## config.mk

```make
export PLATFORM = sky130hd
export DESIGN_NAME = gtc_timer
export DESIGN_NICKNAME = d
export VERILOG_FILES = /design/src/logic/gtc_pkg.sv /design/src/logic/gtc_timer.sv
export SDC_FILE = /design/constraint.sdc
export NUM_CORES = 1
export LEC_CHECK = 0
export BUFFER_PORTS_ARGS = -buffer_cell sky130_fd_sc_hd__buf_2
export CAP_MARGIN = 25
export CORE_UTILIZATION = 36
export DETAILED_ROUTE_END_ITERATION = 6
export PLACE_DENSITY_LB_ADDON = 0.12
export SYNTH_ARGS = -nofsm -noshare
export SYNTH_HDL_FRONTEND = slang
export SYNTH_SLANG_ARGS = --single-unit
```

## constraint.sdc

```tcl
create_clock -name clk -period 9.3 [get_ports clk]
set_clock_uncertainty 0.2 [all_clocks]
set_input_delay 0.465 -clock clk [delete_from_list [all_inputs] [get_ports clk]]
set_output_delay 0.465 -clock clk [all_outputs]
set_load 0.02 [all_outputs]
```

## src/logic/gtc_pkg.sv

```systemverilog
// constants, codes and carrier types for the general timer control block
`default_nettype none
package gtc_pkg;
    // ************************************************************
    // bus and register map (byte offsets)
    // ************************************************************
    localparam int GTC_AW = 8; // apb address width
    localparam logic [7:0] GTC_OFS_RELOAD = 8'h00; // timer_reload_value
    localparam logic [7:0] GTC_OFS_COUNT = 8'h04; // timer_current_count, ro
    localparam logic [7:0] GTC_OFS_CTRL = 8'h08; // timer_mode_control
    localparam logic [7:0] GTC_OFS_ICLR = 8'h0C; // timer_irq_clear, wo
    localparam logic [7:0] GTC_OFS_SNAP = 8'h10; // timer_event_snapshot, ro
    localparam logic [7:0] GTC_OFS_STAT = 8'h14; // sticky status, w1c
    localparam logic [7:0] GTC_OFS_MASK = 8'h18; // interrupt mask
    // ************************************************************
    // reset values
    // ************************************************************
    localparam logic [31:0] GTC_WORD_RST = 32'h0000_0000;
    localparam logic [17:0] GTC_CTRL_RST = 18'h0_0000;
    localparam logic [1:0] GTC_ST_RST = 2'h0;
    // ************************************************************
    // status bit positions
    // ************************************************************
    localparam int GTC_ST_TMO = 0; // counter overflow
    localparam int GTC_ST_CAP = 1; // snapshot taken
    localparam int GTC_STW = 2; // status width
    // ************************************************************
    // field codes
    // ************************************************************
    localparam logic [2:0] GTC_CLK_LFO = 3'h0; // low-frequency oscillator
    localparam logic [2:0] GTC_CLK_CORE = 3'h1; // core clock
    localparam logic [2:0] GTC_CLK_PLL_A = 3'h2; // undivided_pll_clock
    localparam logic [2:0] GTC_CLK_PLL_B = 3'h3; // undivided_pll_clock
    localparam logic [1:0] GTC_FMT_BIN = 2'h0; // plain binary
    localparam logic [1:0] GTC_FMT_HMS23 = 2'h2; // h:m:s:c, 23 hours
    localparam logic [1:0] GTC_FMT_HMS255 = 2'h3; // h:m:s:c, 255 hours
    localparam logic [3:0] GTC_PRE_D16 = 4'h4; // divide by 16
    localparam logic [3:0] GTC_PRE_D256 = 4'h8; // divide by 256
    localparam logic [3:0] GTC_PRE_D32K = 4'hF; // divide by 32768
    // prescaler terminal counts (divide minus one)
    localparam logic [14:0] GTC_TC_D1 = 15'h0000;
    localparam logic [14:0] GTC_TC_D16 = 15'h000F;
    localparam logic [14:0] GTC_TC_D256 = 15'h00FF;
    localparam logic [14:0] GTC_TC_D32K = 15'h7FFF;
    // clock-format field limits
    localparam logic [7:0] GTC_HUND_MAX = 8'h63;
    localparam logic [7:0] GTC_MINSEC_MAX = 8'h3B;
    localparam logic [7:0] GTC_HR23_MAX = 8'h17;
    localparam logic [7:0] GTC_HR255_MAX = 8'hFF;
    localparam logic [31:0] GTC_ALL_ONES = 32'hFFFF_FFFF;
    // ************************************************************
    // control register layout, bits 17:0
    // ************************************************************
    typedef struct packed {
        logic cap_en; // 17 arm capture
        logic [4:0] evt_sel; // 16:12 capture source
        logic [2:0] clk_sel; // 11:9 prescaler input
        logic up; // 8 count direction
        logic en; // 7 run
        logic periodic; // 6 mode
        logic [1:0] fmt; // 5:4 format
        logic [3:0] pre; // 3:0 prescaler
    } gtc_ctrl_t;
endpackage : gtc_pkg
`default_nettype wire

```

## src/logic/gtc_timer.sv

```systemverilog
// general timer control: apb registers, prescaler, counter, capture, irq
// Contract
// capture armed only while bit 17 set
// bits 16:12 pick capture source 0..31
// bit 8 one counts up, zero down
// counter runs only while bit 7 set
// bit 6 one periodic, zero free-running
// bits 5:4 binary or clock formats
// bits 3:0 divide by 1,16,256,32768
// software writes zero to bits 31:18
// bits 11:9 pick oscillator, core, pll
// reload on overflow and on clear write
// first source assertion copies count
// any clear write drops pending interrupt; code drops only the overflow flag (bit 0), a pending capture flag stays
// software avoids undocumented codes
`default_nettype none
module gtc_timer (
    input wire logic clk,
    input wire logic rst_b,
    input wire logic psel,
    input wire logic penable,
    input wire logic pwrite,
    input wire logic [gtc_pkg::GTC_AW-1:0] paddr,
    input wire logic [31:0] pwdata,
    output logic [31:0] prdata,
    output logic pready,
    output logic pslverr,
    input wire logic lfo_tick,
    input wire logic pll_tick,
    input wire logic [31:0] irq_src,
    output logic irq
);
    import gtc_pkg::*;

    // ************************************************************
    // helper functions
    // ************************************************************
    // terminal count for a prescaler code
    function automatic logic [14:0] pre_tc(input logic [3:0] code);
        unique case (code)
            GTC_PRE_D16: pre_tc = GTC_TC_D16;
            GTC_PRE_D256: pre_tc = GTC_TC_D256;
            GTC_PRE_D32K: pre_tc = GTC_TC_D32K;
            // undocumented codes fall back to divide by one
            default: pre_tc = GTC_TC_D1;
        endcase
    endfunction : pre_tc

    // step one clock-format field, carry in and out in bit 8
    function automatic logic [8:0] fld_step(
        input logic [7:0] f,
        input logic [7:0] fmax,
        input logic up,
        input logic ci
    );
        // no carry in holds the field; counting up, a field at or above its limit rolls to zero
        fld_step = !ci ? {1'b0, f}
            : up ? ((f >= fmax) ? {1'b1, 8'h00} : {1'b0, f + 8'h01})
            : ((f == 8'h00) ? {1'b1, fmax} : {1'b0, f - 8'h01});
    endfunction : fld_step

    // ************************************************************
    // registers and wires
    // ************************************************************
    logic [31:0] reload_r; // timer_reload_value
    logic [31:0] count_r; // timer_current_count
    logic [31:0] snap_r; // timer_event_snapshot
    logic [17:0] ctrl_r; // timer_mode_control, implemented bits
    logic [GTC_STW-1:0] st_r; // sticky status
    logic [GTC_STW-1:0] mask_r; // interrupt mask
    logic [14:0] pre_cnt_r; // prescaler count
    logic sel_prev_r; // selected source, last cycle
    logic [31:0] prdata_r;
    logic pready_r;
    logic pslverr_r;
    logic irq_r;
    gtc_ctrl_t ctl; // control viewed by field
    logic setup; // apb setup cycle
    logic wr_ok; // write takes effect now
    logic iclr_wr; // timer_refresh_strobe: clear register written
    logic src_tick; // selected source pulse
    logic tick; // prescaled count enable
    logic [31:0] step_val; // count after one step
    logic wrap; // step crosses the end of range
    logic sel_lvl; // selected capture source level
    logic cap_hit; // capture fires this cycle
    logic tmo_set; // overflow event this cycle
    logic [GTC_STW-1:0] st_clr; // status bits cleared this cycle
    logic [31:0] rd_mux;
    logic mapped;

    assign ctl = gtc_ctrl_t'(ctrl_r);

    // ************************************************************
    // apb slave
    // ************************************************************
    assign setup = psel && !penable;
    // one wait-free access: pready raised for the access cycle
    assign wr_ok = psel && penable && pready_r && pwrite && !pslverr_r;
    // clear write strobe
    assign iclr_wr = wr_ok && (paddr == GTC_OFS_ICLR);

    // read decode, captured in the setup cycle
    always_comb
    begin
        rd_mux = GTC_WORD_RST;
        mapped = 1'b1;
        unique case (paddr)
            GTC_OFS_RELOAD: rd_mux = reload_r;
            GTC_OFS_COUNT: rd_mux = count_r;
            // reserved bits 31:18 read as zero
            GTC_OFS_CTRL: rd_mux = {14'h0000, ctrl_r};
            GTC_OFS_ICLR: rd_mux = GTC_WORD_RST;
            GTC_OFS_SNAP: rd_mux = snap_r;
            GTC_OFS_STAT: rd_mux = {30'h0000_0000, st_r};
            GTC_OFS_MASK: rd_mux = {30'h0000_0000, mask_r};
            // unmapped: zero data and an error answer
            default: mapped = 1'b0;
        endcase
    end

    // bus answer flops
    always_ff @(posedge clk or negedge rst_b)
    begin
        if (!rst_b)
        begin
            pready_r <= 1'b0;
            pslverr_r <= 1'b0;
            prdata_r <= GTC_WORD_RST;
        end
        else
        begin
            pready_r <= setup;
            pslverr_r <= setup && !mapped;
            // data sampled at setup so it stands through the access
            if (setup)
            begin
                prdata_r <= pwrite ? GTC_WORD_RST : rd_mux;
            end
        end
    end

    // software-written registers
    always_ff @(posedge clk or negedge rst_b)
    begin
        if (!rst_b)
        begin
            reload_r <= GTC_WORD_RST;
            ctrl_r <= GTC_CTRL_RST;
            mask_r <= GTC_ST_RST;
        end
        else if (wr_ok)
        begin
            if (paddr == GTC_OFS_RELOAD)
            begin
                reload_r <= pwdata;
            end
            // upper bits are not stored, zero expected
            if (paddr == GTC_OFS_CTRL)
            begin
                ctrl_r <= pwdata[17:0];
            end
            if (paddr == GTC_OFS_MASK)
            begin
                mask_r <= pwdata[GTC_STW-1:0];
            end
        end
    end

    // ************************************************************
    // source select and prescaler
    // ************************************************************
    // prescaler input choice
    always_comb
    begin
        unique case (ctl.clk_sel)
            GTC_CLK_LFO: src_tick = lfo_tick;
            GTC_CLK_CORE: src_tick = 1'b1;
            GTC_CLK_PLL_A, GTC_CLK_PLL_B: src_tick = pll_tick;
            // undocumented selections stall the timer
            default: src_tick = 1'b0;
        endcase
    end

    // divide the source by the prescaler setting
    assign tick = ctl.en && src_tick && (pre_cnt_r >= pre_tc(ctl.pre));

    // prescaler counter; held at zero while disabled or refreshed
    always_ff @(posedge clk or negedge rst_b)
    begin
        if (!rst_b)
        begin
            pre_cnt_r <= 15'h0000;
        end
        else if (!ctl.en || iclr_wr)
        begin
            pre_cnt_r <= 15'h0000;
        end
        else if (src_tick)
        begin
            pre_cnt_r <= tick ? 15'h0000 : pre_cnt_r + 15'h0001;
        end
    end

    // ************************************************************
    // count step in the selected format
    // ************************************************************
    // binary or hours:minutes:seconds:hundredths
    always_comb
    begin
        logic [8:0] hu;
        logic [8:0] se;
        logic [8:0] mi;
        logic [8:0] hr;
        hu = 9'h000;
        se = 9'h000;
        mi = 9'h000;
        hr = 9'h000;
        if (ctl.fmt == GTC_FMT_HMS23 || ctl.fmt == GTC_FMT_HMS255)
        begin
            hu = fld_step(count_r[7:0], GTC_HUND_MAX, ctl.up, 1'b1);
            se = fld_step(count_r[15:8], GTC_MINSEC_MAX, ctl.up, hu[8]);
            mi = fld_step(count_r[23:16], GTC_MINSEC_MAX, ctl.up, se[8]);
            hr = fld_step(count_r[31:24], ctl.fmt[0] ? GTC_HR255_MAX : GTC_HR23_MAX,
                ctl.up, mi[8]);
            step_val = {hr[7:0], mi[7:0], se[7:0], hu[7:0]};
            wrap = hr[8];
        end
        // direction bit, down by default
        else if (ctl.up)
        begin
            // the carry out of the top bit is the wrap
            {wrap, step_val} = {1'b0, count_r} + 33'h0_0000_0001;
        end
        else
        begin
            // the reserved format code counts as binary
            step_val = count_r - 32'h0000_0001;
            wrap = (count_r == GTC_WORD_RST);
        end
    end

    // ************************************************************
    // counter
    // ************************************************************
    assign tmo_set = tick && wrap && !iclr_wr;

    // counts only while enabled
    always_ff @(posedge clk or negedge rst_b)
    begin
        if (!rst_b)
        begin
            count_r <= GTC_WORD_RST;
        end
        // a clear write reloads at once
        else if (iclr_wr)
        begin
            count_r <= reload_r;
        end
        else if (tick)
        begin
            // periodic reloads, free-running rolls over
            count_r <= (wrap && ctl.periodic) ? reload_r : step_val;
        end
    end

    // ************************************************************
    // event capture
    // ************************************************************
    // pick one of 32 sources
    assign sel_lvl = irq_src[ctl.evt_sel];
    // armed only with the capture bit set
    assign cap_hit = ctl.cap_en && sel_lvl && !sel_prev_r;

    // copy the count on a rising source, counter keeps running
    // edge memory: a source already high when armed does not fire
    always_ff @(posedge clk or negedge rst_b)
    begin
        if (!rst_b)
        begin
            sel_prev_r <= 1'b0;
            snap_r <= GTC_WORD_RST;
        end
        else
        begin
            sel_prev_r <= sel_lvl;
            if (cap_hit)
            begin
                snap_r <= count_r;
            end
        end
    end

    // ************************************************************
    // interrupt status, mask and output
    // ************************************************************
    // w1c write, and any clear write drops the overflow flag (bit 0)
    assign st_clr = ((wr_ok && paddr == GTC_OFS_STAT) ? pwdata[GTC_STW-1:0] : GTC_ST_RST)
        | GTC_STW'(iclr_wr);

    // set wins over a w1c clear in the same cycle, a clear write blocks the overflow set; irq level one cycle behind
    always_ff @(posedge clk or negedge rst_b)
    begin
        if (!rst_b)
        begin
            st_r <= GTC_ST_RST;
            irq_r <= 1'b0;
        end
        else
        begin
            st_r <= (st_r & ~st_clr) | {cap_hit, tmo_set};
            irq_r <= |(st_r & mask_r);
        end
    end

    assign prdata = prdata_r;
    assign pready = pready_r;
    assign pslverr = pslverr_r;
    assign irq = irq_r;
endmodule : gtc_timer
`default_nettype wire

```

# [After elaboration in Yosys (flattened, before gate mapping)]
# Cells that the tools add are included.
[word_totals] out_inout_bits=35 elab_cells=129 regBits=169 inputBits=79
[classes] n_addsub=11 n_lt_le_gt_ge=6 eq_ne=17 reduce_logical=41 bitwise_logic=5 mux=34
[op_table] operator="$mux W32" n=6
[op_table] operator="$pmux W32 S6" n=1
[op_table] operator="$mux W9" n=15
[op_table] operator="$mux W15" n=3
[op_table] operator="$pmux W15 S3" n=1
[op_table] operator="$logic_not A8 Y1" n=5
[op_table] operator="$add A32 B1 Y33 const B" n=1
[op_table] operator="$add A8 B1 Y8 const B" n=4
[op_table] operator="$logic_not A32 Y1" n=1
[op_table] operator="$sub A32 B1 Y32 const B" n=1
[op_table] operator="$sub A8 B1 Y8 const B" n=4
[op_table] operator="$eq A8 B5 Y1 const B" n=3
[op_table] operator="$eq A8 B4 Y1 const B" n=2
[op_table] operator="$ge A8 B6 Y1 const B" n=2
[op_table] operator="$add A15 B1 Y15 const B" n=1
[op_table] operator="$ge A15 B15 Y1" n=1
[op_table] operator="$logic_and A1 B1 Y1" n=15
[op_table] operator="$ne A4 B2 Y1 const B" n=3
[op_table] operator="$reduce_and A2 Y1" n=6
[op_table] operator="$eq A4 B4 Y1 const B" n=2
[op_table] operator="$eq A8 B3 Y1 const B" n=1
[op_table] operator="$ge A8 B7 Y1 const B" n=1
[op_table] operator="$ge A8 B8 Y1" n=1
[op_table] operator="$mux W8" n=1
[op_table] operator="other kinds (19)" n=33

# [Logic depth before layout (Yosys ltp)]
[logic_depth] ltp_word=11 ltp_mapped=13 mapped_depth_nobuf=11

# [Worst setup path after synthesis]
# OpenSTA, ideal clock, no wires.
[synth_timing] path_type="register -> register" startpoint="reg count_r[24]" endpoint="reg count_r[28]" setup_ns=0.126 path_slack_ns=6.207 path_stages_with_launch=12 synth_period_minus_slack_ns=3.093 arrival_ns=2.766 path_buffers=3 t_required_ns=8.974 cell_sequence="dfrtp_1 -> clkbuf_1 -> inv_1 -> ha_1 -> clkbuf_1 -> nor3b_1 -> nand3_1 -> a2111oi_4 -> a211o_1 -> buf_6 -> nor2_2 -> a221o_1"
[synth_between] elab_chain_len=9 word_cells_on_any_way=21 cone_classes="4 x add/sub; 1 x order compare; 1 x eq/ne; 11 x mux; 4 x reduce/logical"
[synth_lines] item="start: declaration" line_no="gtc_timer.sv:66" rtl="logic [31:0] count_r;"
[synth_lines] item="start signal: assignment" line_no="gtc_timer.sv:258" rtl="count_r <= reload_r;"
[synth_lines] item="start signal: assignment" line_no="gtc_timer.sv:263" rtl="count_r <= (wrap && ctl.periodic) ? reload_r : step_val;"
[synth_lines] item="branches (longest 9 deep; another with $add A32 B1 Y33)"
# Several ways; the timed one is not identified. The select of a mux whose other input is x is not followed.
# A chain may end at the register's enable or synchronous reset.

# [Worst setup path in the final report]
[layout_timing] startpoint="reg count_r[16]" endpoint="reg count_r[15]"
[layout_between] elab_chain_len=10 word_cells_on_any_way=17 cone_classes="1 x add/sub; 1 x order compare; 1 x eq/ne; 10 x mux; 4 x reduce/logical"
[layout_lines] item="$ge A8 B6 Y1 / $logic_not A8 Y1 (equally long branches)" line_no="gtc_timer.sv:58, gtc_timer.sv:59"
[layout_lines] item="$mux W9, on equally long branches" line_no="gtc_timer.sv:58, gtc_timer.sv:59"
[layout_lines] item="$mux W9" line_no="gtc_timer.sv:58" rtl=": up ? ((f >= fmax) ? {1'b1, 8'h00} : {1'b0, f + 8'h01})"
[layout_lines] item="$mux W9 (2 in series)" line_no="gtc_timer.sv:57" rtl="fld_step = !ci ? {1'b0, f}"
[layout_lines] item="$mux W1 *" line_no="gtc_timer.sv:219" rtl="if (ctl.fmt == GTC_FMT_HMS23 || ctl.fmt == GTC_FMT_HMS255)"
[layout_lines] item="$logic_and A1 B1 Y1 *" line_no="gtc_timer.sv:263"
[layout_lines] item="$mux W32" line_no="gtc_timer.sv:263"
[layout_lines] item="$mux W32" line_no="gtc_timer.sv:260" rtl="else if (tick)"
[layout_lines] item="$mux W32" line_no="gtc_timer.sv:256" rtl="else if (iclr_wr)"
# Mark *: on every way between the ends. The rest lies on a longest branch, timed or not. The select of a mux whose other input is x is not followed.

==> results_dict.tcl <==
set metrics [dict create \
    ir_drop_mv 0.105 \
    place_hpwl_um 23700 \
    startpoint_type "flop" \
    root_buffer "clkbuf_16" \
    place.gp.congestion 0.856 \
    ys_warn_count 0 \
    yosysSeqAreaShare 0.389 \
    worst_ep_arrival_time_ns 4.06 \
    synth-main-ff-cell "dfrtp_1" \
    routed_wl_um 34100 \
    num_rows 63 \
    antenna_found_initial 0 \
    crit_fanout 17 \
    cellPowerDensity_nw_per_um2 126 \
    min_path_type "in2reg" \
    path_clk_slew_ns 0.07 \
    initial_core_util 0.366 \
    dieArea_um2 30900 \
    diodes 0 \
    netlist_area_um2 10900 \
    fp.dieW_um 176 \
    gr-max-usage-layer "met2" \
    syn_avg_cell_area_um2 9.45 \
    synthCells 1151 \
    grt_pass1_vias 9029 \
    drt_iter0_drc 789 \
    setup.worst_path.class "reg2reg" \
    cts_tree "yes" \
    setup_ws_ns 5.31 \
    track_usage 0.225 \
    grt_util_met1 0.332 \
    clock_latency_ns 0.44 \
    clock-sinks 169 \
    coreArea_um2 29700 \
    die_y_um 176 \
    timing.final.crit_share 0.430 \
    drtPass1Iterations 5 \
    cts_buffer_depth 2 \
    final_net_count 1318 \
    avgViaCountPerCell 5.91 \
    grt_pass1_wl_um 53800 \
    postLayoutCellArea_um2 12300 \
    setup_tns_ns 0 \
    syn2layout_area_growth_pct 13.0 \
    numPortBuffers 113 \
    ys_ff_latch 169 \
    htree_levels 4 \
    wl_per_cell_um 21.1 \
    required_ns 9.37 \
    power_mw 1.54 \
    whs_ns 0.0610 \
    synth_cell_types 84 \
    worst_pin_slew_ns 1.05 \
    timing.final.crit_period_ns 3.99 \
    drive_above_1_share 0.226 \
    ios 114 \
    post-place-ws_ns 5.35 \
    crit_chain "inv_1 -> ha_1 -> nor4b_2 -> and2_1 -> nand2_1 -> o41ai_4 -> a211o_1 -> buf_4 -> a31o_2 -> a31oi_1" \
    final_max_slew_viol_count 0 \
    finalHoldViolations 0 \
    synth-edff-count 0 \
    syn_nets 1259 \
    use_met2 0.350 \
    grt-ovfl-total 0 \
    cts_made_buffers 17 \
    slowest_delay_ns 0.57 \
    critPathSlowestCell "dfrtp_1" \
    max_slew_margin 0.298 \
    setup_viol 0 \
    grt_setup_unrepaired "false" \
    dr_total_vias 9525 \
    status "completed" \
    async_flop_share 1.00 \
    fmax_mhz 250 \
    grt_max_degree 99 \
    final_antenna_net_count 0 \
    drc 0 \
    endpoint_kind "flop" \
    post_cts.repair.setup_buffers 0 \
    leakage_nw 5.47 \
    met3_usage 0.0299 \
    max_cap_viol_count 0 \
    postPlaceCellArea_um2 11700 \
]
## sequential cells by signal, indices dropped and copies added (netlist names), 2 cells and up
| register | count |
|---|---|
| mask_r | 2 |
| reload_r | 32 |
| prdata | 32 |
| st_r | 2 |
| pre_cnt_r | 15 |
| ctl | 18 |
| count_r | 32 |
| snap_r | 32 |
## placed cells by master, fill, tap and decap left out, drive strengths merged, types with 11 or more instances in the layout
cell type  count
a21o          17
nor4          17
inv           39
a22o          32
and3          15
buf          132
clkbuf        18
ha            29
nand3         48
a221oi        21
o21ai         72
a22oi         14
o31ai         11
nand2         96
xnor2         17
nor2          65
o22ai         25
a31oi         15
a21oi         60
a211oi        15
dfrtp        169
nor3          26
mux2          86
nand4         29
## Yosys cell counts (29+ instances only)
cell | number | share of area
nor2_1 | 63 | 0.022
mux2_2 | 80 | 0.083
nand2_1 | 96 | 0.033
a21oi_1 | 60 | 0.028
a22o_1 | 32 | 0.026
ha_1 | 29 | 0.033
inv_1 | 34 | 0.012
dfrtp_1 | 169 | 0.39
o21ai_0 | 67 | 0.031
nand4_1 | 29 | 0.017
clkbuf_1 | 65 | 0.022
nand3_1 | 48 | 0.022
## routing by layer
| metal | wire, µm | up-vias |
|---|---|---|
| met3 | 1740 | 19 |
| met1 | 16600 | 4724 |
| li1 | - | 4481 |
| met5 | 0 | - |
| met2 | 15500 | 301 |
| met4 | 270 | 0 |
## through the flow
step	util	std cells
3_5_place_dp	0.392	1578
5_1_grt	0.414	1613
2_1_floorplan	-	1151
4_1_cts	0.412	1611
3_3_place_gp	0.392	1578
6_report	0.414	1613
## kinds of logic after synthesis
group,share of synthesized area
and+or+nand+nor,0.175
AOI/OAI and AO/OA,0.218
DFF,0.389
buffers and inverters,0.0517
muxes,0.116
adders and majority gates,0.0334
xor gates and xnor gates,0.0177
## critical path, delay by kind of cell (launching register included)
kind,cells,cell delay [ns]
AOI/OAI and AO/OA,4,1.24
DFF,1,0.57
and+or+nand+nor,3,0.96
buffers and inverters,2,0.59
adders and majority gates,1,0.25
## area by class of cell
cell class / instances / area (µm²)
clock buffer: 18 / 429
clock inverter: 14 / 139
fill: 2979 / 17400
inverter: 35 / 131
multi-input combinational: 854 / 6110
sequential: 169 / 4230
tap: 390 / 488
timing repair buffer: 133 / 764
## report_power, final
part | leakage (nW) | total [mW] | switching (mW) | internal, mW
Clock | 0.275 | 0.708 | 0.332 | 0.376
Combinational | 2.92 | 0.0785 | 0.0457 | 0.0328
Sequential | 2.27 | 0.757 | 0.0165 | 0.741
Total | 5.47 | 1.54 | 0.394 | 1.15
## final timing paths
| path | startpoint | cells past startpoint | to | slack (ns) |
|---|---|---|---|---|
| worst max-delay path | count_r[16] | 10 | count_r[15] | 5.31 |
| max in group asynchronous | rst_b | 4 | reload_r[7] | 7.10 |
| worst min-delay path | pwdata[27] | 2 | reload_r[27] | 0.06 |
| worst min register to register | prdata[22] | 1 | prdata[22] | 0.27 |
| min in group asynchronous | rst_b | 2 | sel_prev_r | 0.18 |
| worst max register to register | count_r[16] | 10 | count_r[15] | 5.31 |
## what timing repair did
action | 4_1_cts | 5_1_grt
hold endpoints to repair | 24 | 0
gates resized for setup | 0 | 0
hold buffers | 1 | 0
No activity file was read; power rests on OpenSTA's default activity.
